<file path="config.mk">
export PLATFORM = sky130hd
export DESIGN_NAME = exc_unit
export DESIGN_NICKNAME = d
export VERILOG_FILES = /design/src/hw/exc_unit_pkg.sv /design/src/hw/exc_unit.sv
export VERILOG_INCLUDE_DIRS = /design/src /design/src/hw
export SDC_FILE = /design/constraint.sdc
export NUM_CORES = 1
export LEC_CHECK = 0
export ABC_AREA = 1
export BUFFER_PORTS_ARGS = -buffer_cell sky130_fd_sc_hd__buf_4
export CORE_MARGIN = 2
export CORE_UTILIZATION = 45
export CTS_CLUSTER_DIAMETER = 100
export CTS_CLUSTER_SIZE = 28
export DETAILED_ROUTE_END_ITERATION = 8
export GPL_ROUTABILITY_DRIVEN = 0
export PLACE_DENSITY = 0.68
export SYNTH_ARGS = -nofsm -noshare
export SYNTH_HDL_FRONTEND = slang
export SYNTH_SLANG_ARGS = --single-unit
</file>
<file path="constraint.sdc">
create_clock -name ref_clk_in -period 2.5 [get_ports ref_clk_in]
set_clock_uncertainty 0.15 [all_clocks]
set_input_delay 0.5 -clock ref_clk_in [delete_from_list [all_inputs] [get_ports ref_clk_in]]
set_output_delay 0.5 -clock ref_clk_in [all_outputs]
set_load 0.01 [all_outputs]
</file>
<file path="src/hw/exc_unit_regs.svh">
// Constants for the exception sequencing unit
`ifndef EXC_UNIT_REGS_SVH
`define EXC_UNIT_REGS_SVH

// Status word field positions
`define SR_TRACE_BIT      15
`define SR_SUPER_BIT      13

// Vector numbers
`define VEC_BUS_ERROR     8'h02
`define VEC_ADDR_ERROR    8'h03
`define VEC_ILLEGAL       8'h04
`define VEC_ZERO_DIVIDE   8'h05
`define VEC_BOUNDS        8'h06
`define VEC_OVERFLOW      8'h07
`define VEC_PRIVILEGE     8'h08
`define VEC_TRACE         8'h09
`define VEC_LINE_A        8'h0a
`define VEC_LINE_F        8'h0b
`define VEC_SW_TRAP_BASE  8'h20

// Opcode patterns that always trap: three decode as illegal, two top nibbles take the line A and F vectors
`define OP_ILLEGAL_A      16'h4afa
`define OP_ILLEGAL_B      16'h4afb
`define OP_ILLEGAL_C      16'h4afc
`define OP_TOP_LINE_A     4'ha
`define OP_TOP_LINE_F     4'hf

// Frame word counts
`define SHORT_FRAME_WORDS 3'd3
`define LONG_FRAME_WORDS  3'd7

// Reset value of the status word: supervisor, trace off
`define SR_RESET          16'h2700

`endif

</file>
<file path="src/hw/exc_unit_pkg.sv">
// Types shared by the exception sequencing unit
package exc_unit_pkg;

  // Instruction-boundary report from the execution pipeline
  typedef struct packed {
    logic        valid;
    logic [15:0] opcode;
    logic [31:0] pc;
    logic [31:0] next_pc;
    logic        legal;
    logic        privileged;
    logic        sw_trap;
    logic        overflow_trap;
    logic        overflow;
    logic        bounds_check;
    logic        out_of_range;
    logic        divide;
    logic        divisor_zero;
  } instr_report_t;

  // Bus fault descriptor from the bus interface
  typedef struct packed {
    logic        fault;
    logic        addr_fault;
    logic [31:0] address;
    logic        is_read;
    logic [2:0]  func_code;
  } bus_fault_t;

  // One word for the stack pusher
  typedef struct packed {
    logic        valid;
    logic        last;
    logic [15:0] data;
  } push_word_t;

  // Exception groups
  typedef enum logic [1:0] {
    GRP_NONE,
    GRP_0,
    GRP_1,
    GRP_2
  } exc_group_t;

endpackage : exc_unit_pkg

</file>
<file path="src/hw/exc_unit.sv">
// Exception sequencing unit: traps, trace, privilege and bus error
// ---------------------------------------------------------------
// Operation
// - Trap saves status, supervisor, trace off, vector
// - Trap pushes next pc and status, vectors
// - Software trap always raises its exception
// - Overflow and bounds traps only on condition
// - Divides trap on zero divisor
// - Illegal opcodes, fixed three patterns, raise illegal
// - Top nibble a or f use own vectors
// - Illegal pushes group 2 frame then vectors
// - Privileged instruction in user mode traps
// - Privilege violation pushes current pc and status
// - Trace bit at start raises trace after
// - No trace for aborted or unexecuted instructions
// - Instruction exception, then trace, then interrupt
// - Trace between instructions pushes next pc
// - Bus error aborts and starts fault processing
// - Fault pc lies 2 to 10 past opcode
// - Long frame holds opcode, address, flags, code
// - Read flag one; not-instruction flag one
// - Group 2 counts as instruction processing
// - Fault at vector step saves vector address
// - Fault during group 0 halts until reset
// ---------------------------------------------------------------
//
`timescale 1ns/100ps

module exc_unit
  import exc_unit_pkg::*;
#(
  parameter int VEC_ADDR_W = 32
) (
  input  wire logic                      ref_clk_in,
  input  wire logic                      nrst_in,
  input  wire exc_unit_pkg::instr_report_t report_in,
  input  wire exc_unit_pkg::bus_fault_t  fault_in,
  input  wire logic [15:0]               sr_in,
  input  wire logic                      irq_pending_in,
  input  wire logic                      vector_step_in,
  input  wire logic                      push_ready_in,
  output logic                           busy_out,
  output logic                           halted_out,
  output logic                           abort_out,
  output logic                           sr_load_out,
  output logic [15:0]                    sr_new_out,
  output logic [7:0]                     vector_out,
  output logic [VEC_ADDR_W-1:0]          vector_addr_out,
  output logic                           vector_go_out,
  output exc_unit_pkg::push_word_t       push_out,
  output logic                           irq_allow_out
);
  import exc_unit_pkg::*;
`include "exc_unit_regs.svh"

  typedef enum logic [2:0] {
    ST_RUN,
    ST_PUSH,
    ST_TRACE_WAIT,
    ST_VECTOR,
    ST_HALT
  } seq_state_t;

  // ---------------------------------------------------------------
  // Helpers
  // ---------------------------------------------------------------
  // Status word as it is after any exception entry
  function automatic logic [15:0] enter_super(input logic [15:0] sr);
    logic [15:0] r;
    r = sr;
    r[`SR_SUPER_BIT] = 1'b1;
    r[`SR_TRACE_BIT] = 1'b0;
    return r;
  endfunction : enter_super

  function automatic logic [VEC_ADDR_W-1:0] vec_to_addr(input logic [7:0] v);
    return VEC_ADDR_W'({v, 2'b00});
  endfunction : vec_to_addr

  // ---------------------------------------------------------------
  // State
  // ---------------------------------------------------------------
  seq_state_t   state_q;
  exc_group_t   group_q;
  logic [15:0]  sr_copy_q;
  logic [31:0]  saved_pc_q;
  logic [15:0]  op_copy_q;
  logic [31:0]  fault_addr_q;
  logic [4:0]   fault_info_q;
  logic [2:0]   word_idx_q;
  logic [2:0]   word_cnt_q;
  logic         trace_armed_q;
  logic         trace_due_q;
  logic [31:0]  trace_pc_q;
  logic [7:0]   vector_q;
  logic         in_vec_step_q;

  // ---------------------------------------------------------------
  // Instruction exception decode
  // ---------------------------------------------------------------
  logic        instr_exc;
  logic        instr_exc_keeps_trace;
  logic [7:0]  instr_vec;
  logic [31:0] instr_pc;
  logic        user_mode;

  assign user_mode = ~sr_in[`SR_SUPER_BIT];

  // Priority among one instruction's own exceptions; fixed patterns first
  always_comb begin
    instr_exc = 1'b0;
    instr_exc_keeps_trace = 1'b0;
    instr_vec = `VEC_ILLEGAL;
    instr_pc = report_in.next_pc;
    if (report_in.opcode[15:12] == `OP_TOP_LINE_A) begin
      instr_exc = 1'b1;
      instr_vec = `VEC_LINE_A;
      instr_pc = report_in.pc;
    end else if (report_in.opcode[15:12] == `OP_TOP_LINE_F) begin
      instr_exc = 1'b1;
      instr_vec = `VEC_LINE_F;
      instr_pc = report_in.pc;
    end else if (report_in.opcode == `OP_ILLEGAL_A || report_in.opcode == `OP_ILLEGAL_B ||
                 report_in.opcode == `OP_ILLEGAL_C || !report_in.legal) begin
      instr_exc = 1'b1;
      instr_vec = `VEC_ILLEGAL;
      instr_pc = report_in.pc;
    end else if (report_in.privileged && user_mode) begin
      instr_exc = 1'b1;
      instr_vec = `VEC_PRIVILEGE;
      instr_pc = report_in.pc;
    end else if (report_in.sw_trap) begin
      instr_exc = 1'b1;
      instr_exc_keeps_trace = 1'b1;
      instr_vec = `VEC_SW_TRAP_BASE | {4'h0, report_in.opcode[3:0]};
    end else if (report_in.overflow_trap && report_in.overflow) begin
      instr_exc = 1'b1;
      instr_exc_keeps_trace = 1'b1;
      instr_vec = `VEC_OVERFLOW;
    end else if (report_in.bounds_check && report_in.out_of_range) begin
      instr_exc = 1'b1;
      instr_exc_keeps_trace = 1'b1;
      instr_vec = `VEC_BOUNDS;
    end else if (report_in.divide && report_in.divisor_zero) begin
      instr_exc = 1'b1;
      instr_exc_keeps_trace = 1'b1;
      instr_vec = `VEC_ZERO_DIVIDE;
    end
  end

  logic instr_done;
  assign instr_done = (state_q == ST_RUN) && report_in.valid && !fault_in.fault;

  // ---------------------------------------------------------------
  // Main sequencer
  // ---------------------------------------------------------------
  // A fault beats every other event, including a completing instruction
  always_ff @(posedge ref_clk_in or negedge nrst_in) begin
    if (!nrst_in) begin
      state_q <= ST_RUN;
      group_q <= GRP_NONE;
      vector_q <= 8'h00;
      saved_pc_q <= 32'h0000_0000;
      word_cnt_q <= 3'd0;
    end else begin
      case (state_q)
        ST_RUN, ST_PUSH, ST_TRACE_WAIT, ST_VECTOR: begin
          if (fault_in.fault) begin
            if (group_q == GRP_0) begin
              state_q <= ST_HALT;
            end else begin
              state_q <= ST_PUSH;
              group_q <= GRP_0;
              vector_q <= fault_in.addr_fault ? `VEC_ADDR_ERROR : `VEC_BUS_ERROR;
              word_cnt_q <= `LONG_FRAME_WORDS;
              // Vector-step fault keeps the vector address as pc
              saved_pc_q <= in_vec_step_q ? 32'(vec_to_addr(vector_q))
                                          : report_in.pc + 32'd2;
            end
          end else if (state_q == ST_RUN && instr_done && instr_exc) begin
            state_q <= ST_PUSH;
            group_q <= GRP_2;
            vector_q <= instr_vec;
            saved_pc_q <= instr_pc;
            word_cnt_q <= `SHORT_FRAME_WORDS;
          end else if ((state_q == ST_RUN && instr_done && trace_armed_q) ||
                       (state_q == ST_TRACE_WAIT)) begin
            state_q <= ST_PUSH;
            group_q <= GRP_1;
            vector_q <= `VEC_TRACE;
            saved_pc_q <= (state_q == ST_TRACE_WAIT) ? trace_pc_q : report_in.next_pc;
            word_cnt_q <= `SHORT_FRAME_WORDS;
          end else if (state_q == ST_PUSH && push_ready_in &&
                       word_idx_q == word_cnt_q - 3'd1) begin
            state_q <= ST_VECTOR;
          end else if (state_q == ST_VECTOR && !vector_step_in && in_vec_step_q) begin
            // Pending trace from a trapping instruction goes next
            state_q <= trace_due_q ? ST_TRACE_WAIT : ST_RUN;
            group_q <= trace_due_q ? GRP_1 : GRP_NONE;
          end
        end
        ST_HALT: state_q <= ST_HALT;
        default: state_q <= ST_RUN;
      endcase
    end
  end

  // Vector step tracking for the final exception stage
  always_ff @(posedge ref_clk_in or negedge nrst_in) begin
    if (!nrst_in) begin
      in_vec_step_q <= 1'b0;
    end else begin
      in_vec_step_q <= (state_q == ST_VECTOR) && vector_step_in;
    end
  end

  // ---------------------------------------------------------------
  // Trace arming
  // ---------------------------------------------------------------
  // Trace bit is sampled at the start of each instruction
  always_ff @(posedge ref_clk_in or negedge nrst_in) begin
    if (!nrst_in) begin
      trace_armed_q <= 1'b0;
      trace_due_q <= 1'b0;
      trace_pc_q <= 32'h0000_0000;
    end else if (fault_in.fault) begin
      trace_armed_q <= 1'b0;
      trace_due_q <= 1'b0;
    end else if (instr_done) begin
      // Traps that ran still trace; unexecuted opcodes do not
      trace_due_q <= trace_armed_q && instr_exc && instr_exc_keeps_trace;
      trace_pc_q <= report_in.next_pc;
      trace_armed_q <= sr_in[`SR_TRACE_BIT];
    end else if (state_q == ST_TRACE_WAIT) begin
      trace_due_q <= 1'b0;
    end else if (state_q == ST_RUN && !report_in.valid) begin
      trace_armed_q <= sr_in[`SR_TRACE_BIT];
    end
  end

  // ---------------------------------------------------------------
  // Frame capture
  // ---------------------------------------------------------------
  always_ff @(posedge ref_clk_in or negedge nrst_in) begin
    if (!nrst_in) begin
      sr_copy_q <= `SR_RESET;
      op_copy_q <= 16'h0000;
      fault_addr_q <= 32'h0000_0000;
      fault_info_q <= 5'h00;
    end else if (state_q != ST_HALT && state_q != ST_PUSH &&
                 (fault_in.fault || (instr_done && (instr_exc || trace_armed_q)))) begin
      sr_copy_q <= sr_in;
      op_copy_q <= report_in.opcode;
      fault_addr_q <= fault_in.address;
      // Read is one; not-instruction is one outside normal or group 2
      fault_info_q <= {fault_in.is_read,
                       (group_q == GRP_0 || group_q == GRP_1),
                       fault_in.func_code};
    end
  end

  // ---------------------------------------------------------------
  // Stack word pusher
  // ---------------------------------------------------------------
  // Order from stack top: status, pc hi, pc lo, then descriptors
  always_ff @(posedge ref_clk_in or negedge nrst_in) begin
    if (!nrst_in) begin
      word_idx_q <= 3'd0;
    end else if (state_q != ST_PUSH || fault_in.fault) begin
      word_idx_q <= 3'd0;
    end else if (push_ready_in) begin
      word_idx_q <= word_idx_q + 3'd1;
    end
  end

  always_comb begin
    push_out.valid = (state_q == ST_PUSH);
    push_out.last = (word_idx_q == word_cnt_q - 3'd1);
    case (word_idx_q)
      3'd0: push_out.data = sr_copy_q;
      3'd1: push_out.data = saved_pc_q[31:16];
      3'd2: push_out.data = saved_pc_q[15:0];
      3'd3: push_out.data = op_copy_q;
      3'd4: push_out.data = fault_addr_q[31:16];
      3'd5: push_out.data = fault_addr_q[15:0];
      3'd6: push_out.data = {11'h000, fault_info_q};
      default: push_out.data = 16'h0000;
    endcase
  end

  // ---------------------------------------------------------------
  // Outputs
  // ---------------------------------------------------------------
  assign busy_out = (state_q != ST_RUN);
  assign halted_out = (state_q == ST_HALT);
  assign abort_out = fault_in.fault && (state_q != ST_HALT);
  assign sr_load_out = (state_q == ST_PUSH) && (word_idx_q == 3'd0);
  assign sr_new_out = enter_super(sr_copy_q);
  assign vector_out = vector_q;
  assign vector_addr_out = vec_to_addr(vector_q);
  assign vector_go_out = (state_q == ST_VECTOR);
  // Interrupts wait until trace work is done
  assign irq_allow_out = (state_q == ST_RUN) && !trace_due_q && irq_pending_in;

endmodule : exc_unit

</file>
## After elaboration in Yosys (flattened, before gate mapping)

Index checks and enable logic that the tools add are counted.

- Multiplexer cells: 64
- Reductions and logical operators: 50
- Eq/ne operators: 24
- Add/subtract/negate cells: 3
- Bitwise logic cells: 2

Operators with widths:

| cell | count |
|---|---|
| $mux 32 | 10 |
| $pmux 16 s7 | 1 |
| $eq 16x15->1 const B | 3 |
| $mux 8 | 5 |
| $mux 3 | 12 |
| $add 32x2->32 const B | 1 |
| $logic_and 1x1->1 | 24 |
| $mux 6 | 4 |
| $mux 1 | 21 |
| $mux 2 | 10 |
| $eq 3x2->1 const B | 4 |
| $eq 3x3->1 const B | 4 |
| $reduce_bool 3->1 | 4 |
| $eq 4x4->1 const B | 2 |
| $logic_or 1x1->1 | 8 |
| $eq 3x1->1 const B | 2 |
| $logic_not 3->1 | 2 |
| $ne 3x3->1 const B | 2 |
| $ne 6x6->1 const B | 1 |
| $pmux 3 s2 | 1 |
| $logic_not 1->1 | 5 |
| $ne 4x4->1 const B | 1 |
| $reduce_and 2->1 | 2 |
| $reduce_and 4->1 | 1 |
| 12 further kinds | 13 |

- Word-level logic and storage cells: 157
- Output and inout bits: 80
- Bits in registers: 155

## Longest topological paths before layout

- Depth after elaboration: 13
- Depth in mapped cells: 15

## Worst setup path after synthesis

OpenSTA, ideal clock, no wires.

- Kind: register to output
- From: reg word_idx_q[2]
- To: out push_out[10] (netlist name)
- Slack: 0.173 ns
- Buffers on the path: 3
- Arrival: 1.677 ns
- Cell stages (with the launch flop): 9
- Data required time: 1.850 ns
- Cells stage by stage: dfrtp_1 > clkbuf_1 > inv_1 > ha_1 > clkbuf_1 > clkbuf_1 > a32o_1 > a21oi_1 > nand4_1

RTL lines:

| element | RTL line | RTL |
|---|---|---|
| start: declaration | exc_unit.sv:90 | `logic [2:0] word_idx_q;` |
| start signal: assignment | exc_unit.sv:272 | `word_idx_q <= word_idx_q + 3'd1;` |
| end: declaration | exc_unit.sv:50 | `output exc_unit_pkg::push_word_t push_out,` |

==> results.yml <==
synth:
  async_reset_ff_share_pct: 100.0
  ys_warn_count: 0
  synth_edf_count: 0
  yosys-top-cells-area: "dfrtp_1 37%, nand2_1 22%, nand3_1 5.7%, inv_1 4.9%, buf_4 4.1%"
  ys_types: 49
  synth_area_um2: 9977
  synth_cells: 1483
  synth_top_area_cell: "dfrtp_1"
  synth_top_area_share_pct: 36.87
  syn_area_per_cell_um2: 6.728
  synth_seq_cells: 151
  synth-seq-area-share_pct: 37.92
  dominantRegCellSynth: "dfrtp_1"
floorplanning:
  start_util_pct: 45.72
  die_height_um: 152.9
  coreArea_um2: 21820
  row_count: 54
  die_w_um: 152.9
  die-area_um2: 23380
  ios: 229
clocking:
  clk_latency_ns: 0.44
  clockBufferDepth: 2
  htreeDepth: 4
  cts-buffers-inserted: 17
  cts_tree: "yes"
  clk_pin_slew_ns: 0.07
  clock-root-buffer: "clkbuf_16"
  cts_num_sinks: 151
pwr:
  power_frac_comb_pct: 39.0
  p_per_area_nw_per_um2: 922.4
  seqPwrFrac_pct: 37.7
  switching_share_pct: 40.62
  total_switching_power_mw: 4.761
  p_int_mw: 6.960
  ir_drop_v: 0.0004952
  p_leak_nw: 6.838
  pwr-share-clk_pct: 23.3
final_layout:
  final_layout_size_suffix_gt1_share_pct: 21.94
  final_core_util_pct: 58.23
  diodes: 0
  nNetsFinal: 1825
  area_delta_synth_final_pct: 27.36
  layout_common_cells: "582 x nand2_1, 245 x buf_4, 145 x dfrtp_1, 123 x inv_1, 112 x nand3_1"
  final_common_cell: "nand2_1"
global_routing:
  grt_max_degree: 50
  antenna_found_initial: 0
  grt_pass1_vias: 9920
  grt-ovfl-total: 0
  grt_pass1_wl_um: 52290
  grt_use_total_pct: 27.89
route:
  drt_drc_violations_left: 0
  routed_via_density: 5.327
  drt_iter0_markers: 883
  dr_total_vias: 10452
  wl_um: 32950
  first_pass_iters: 5
  wire_per_inst_um: 16.79
  antenna_left: 0
critical_path:
  slowest_delay_ns: 0.44
  required_ns: 1.85
  slowest_stage: "dfrtp_2"
  cp_common_cell: "buf_4"
  critical_path_arrival_ns: 2.18
  crit_path_cell_trace: "buf_4, inv_6, ha_4, nand2_1, inv_2, buf_4, a221oi_4, buf_4, nand4_1, buf_4"
  r2r_cells: 12
  crit_fanout: 4
  end_kind: "output port"
  crit_path_start_kind: "flip-flop"
  crit_type: "flip-flop to output port"
timing:
  hold_violations: 0
  drv_slew: 0
  post-route-min-period_ns: 2.832
  rsz0062_at_grt: "yes"
  max_freq_mhz: 353.1
  fin_tns_setup_ns: -4.486
  period_share_pct: 113.3
  slew_headroom_pct: 62.44
  setup_viol: 16
  worst_pin_slew_ns: 0.5591
  fin_ws_ns: -0.3324
  hold_slack_ns: 0.1380
status:
  violations: "negative setup slack"
  status: "finished with violations"
placement:
  port_buffers: 196
  dp_hpwl_um: 24540
run:
  maxCapViolations: 0
hold_path:
  whs_path_depth: 3
  worstHoldPathType: "input pin to flip-flop"
[final cells by class]
cell class / count / area [um^2]
sequential: 151 / 3786
fill: 2090 / 9116
clock buffer: 17 / 425.4
tap: 280 / 350.3
inverter: 138 / 538.0
multi-input combinational: 1096 / 5261
clock inverter: 15 / 186.4
timing repair buffer: 265 / 2160
[through the flow]
step                cell area, um^2  power, mW  setup slack (ns)  std cells
floorplan                     10090      7.059            0.1733       1513
global placement              11780      8.764          -0.06588       1924
detailed placement            11780      8.838          -0.06427       1924
CTS                           12590      11.66           -0.3346       1959
global route                  12710      12.47           -0.4149       1962
finish                        12710      11.72           -0.3324       1962
[cells by family (layout without fill, tap and decap cells)]
logic type,count (synthesis),count (layout),share of synthesized area (%)
other cells,2,32,0.07527
compound gates,172,172,10.45
fa+ha+maj,7,7,0.8778
simple gates,879,879,37.47
flops,151,151,37.92
xor+xnor,6,6,0.5267
buf+inv,266,435,12.68
[cell usage after synthesis (2+ instances only)]
cell and number:
dfstp_2 4, inv_2 6, nand3_2 2, o31ai_1 2, buf_2 26, buf_4 55, o211ai_1 2, buf_1 11
a21oi_1 29, o21bai_1 21, ha_1 7, a32o_1 14, xor2_1 4, nand2_2 4, nor3_1 18, o21ai_0 77
or2_2 2, a211oi_1 2, nand2_1 586, conb_1 2, nor2_4 2, inv_1 130, nand2_4 4, nor2_1 81
dfrtp_1 147, nand3_1 113, xnor2_1 2, a221oi_1 6, clkbuf_1 33, buf_6 3, o21ai_1 12, nand4_1 59
[sequential cells by signal (all words and copies together), names as in the netlist]
register	flops
fault_addr_q	32
fault_info_q	5
group_q	2
in_vec_step_q	1
op_copy_q	16
saved_pc_q	32
sr_copy_q	16
state_q	3
trace_armed_q	1
trace_due_q	1
trace_pc_q	32
vector_out	5
word_cnt_q	2
word_idx_q	3
[metal layers]
layer / vias to the layer above / global-route usage (%) / wire [um]
met1: 4853 / 37.39 / 13760
li1: 5057 / - / -
met4: 0 / 8.642 / 796
met2: 488 / 45.51 / 15510
met3: 54 / 5.869 / 2880
met5: - / 0 / 0
[power groups by stage]
stage | combinational, mW | sequential [mW] | clock [mW]
finish | 4.58 | 4.42 | 2.73
global route | 5.08 | 4.54 | 2.86
CTS | 4.53 | 4.39 | 2.75
detailed placement | 4.47 | 4.37 | 0
global placement | 4.38 | 4.38 | 0
floorplan | 2.98 | 4.08 | 0
[worst paths after layout]
check	slack [ns]	startpoint	endpoint
max	-0.33	word_idx_q[1]	push_out[4]
min	0.14	fault_in[10]	fault_addr_q[6]
max reg2reg	0.11	state_q[1]	fault_addr_q[27]
min reg2reg	0.32	sr_copy_q[13]	sr_copy_q[13]
max in group asynchronous	1.15	nrst_in	trace_pc_q[26]
min in group asynchronous	0.37	nrst_in	fault_info_q[0]
[repair_timing]
action	CTS	global route
resized for setup	44	23
hold buffers	1	0
endpoints found under the hold margin	30	0
setup endpoints to repair	17	17
buffers inserted	3	3
pin swaps	10	10
[critical path: cells and delay by family, from the launching register on]
family,cells,cell delay (ns)
adder cells (fa/ha/maj),1,0.15
buffers and inverters,6,0.74
AO/OA/AOI/OAI,1,0.29
AND/OR/NAND/NOR,2,0.12
flip-flops,1,0.44
No activity file was read; power rests on OpenSTA's default activity.
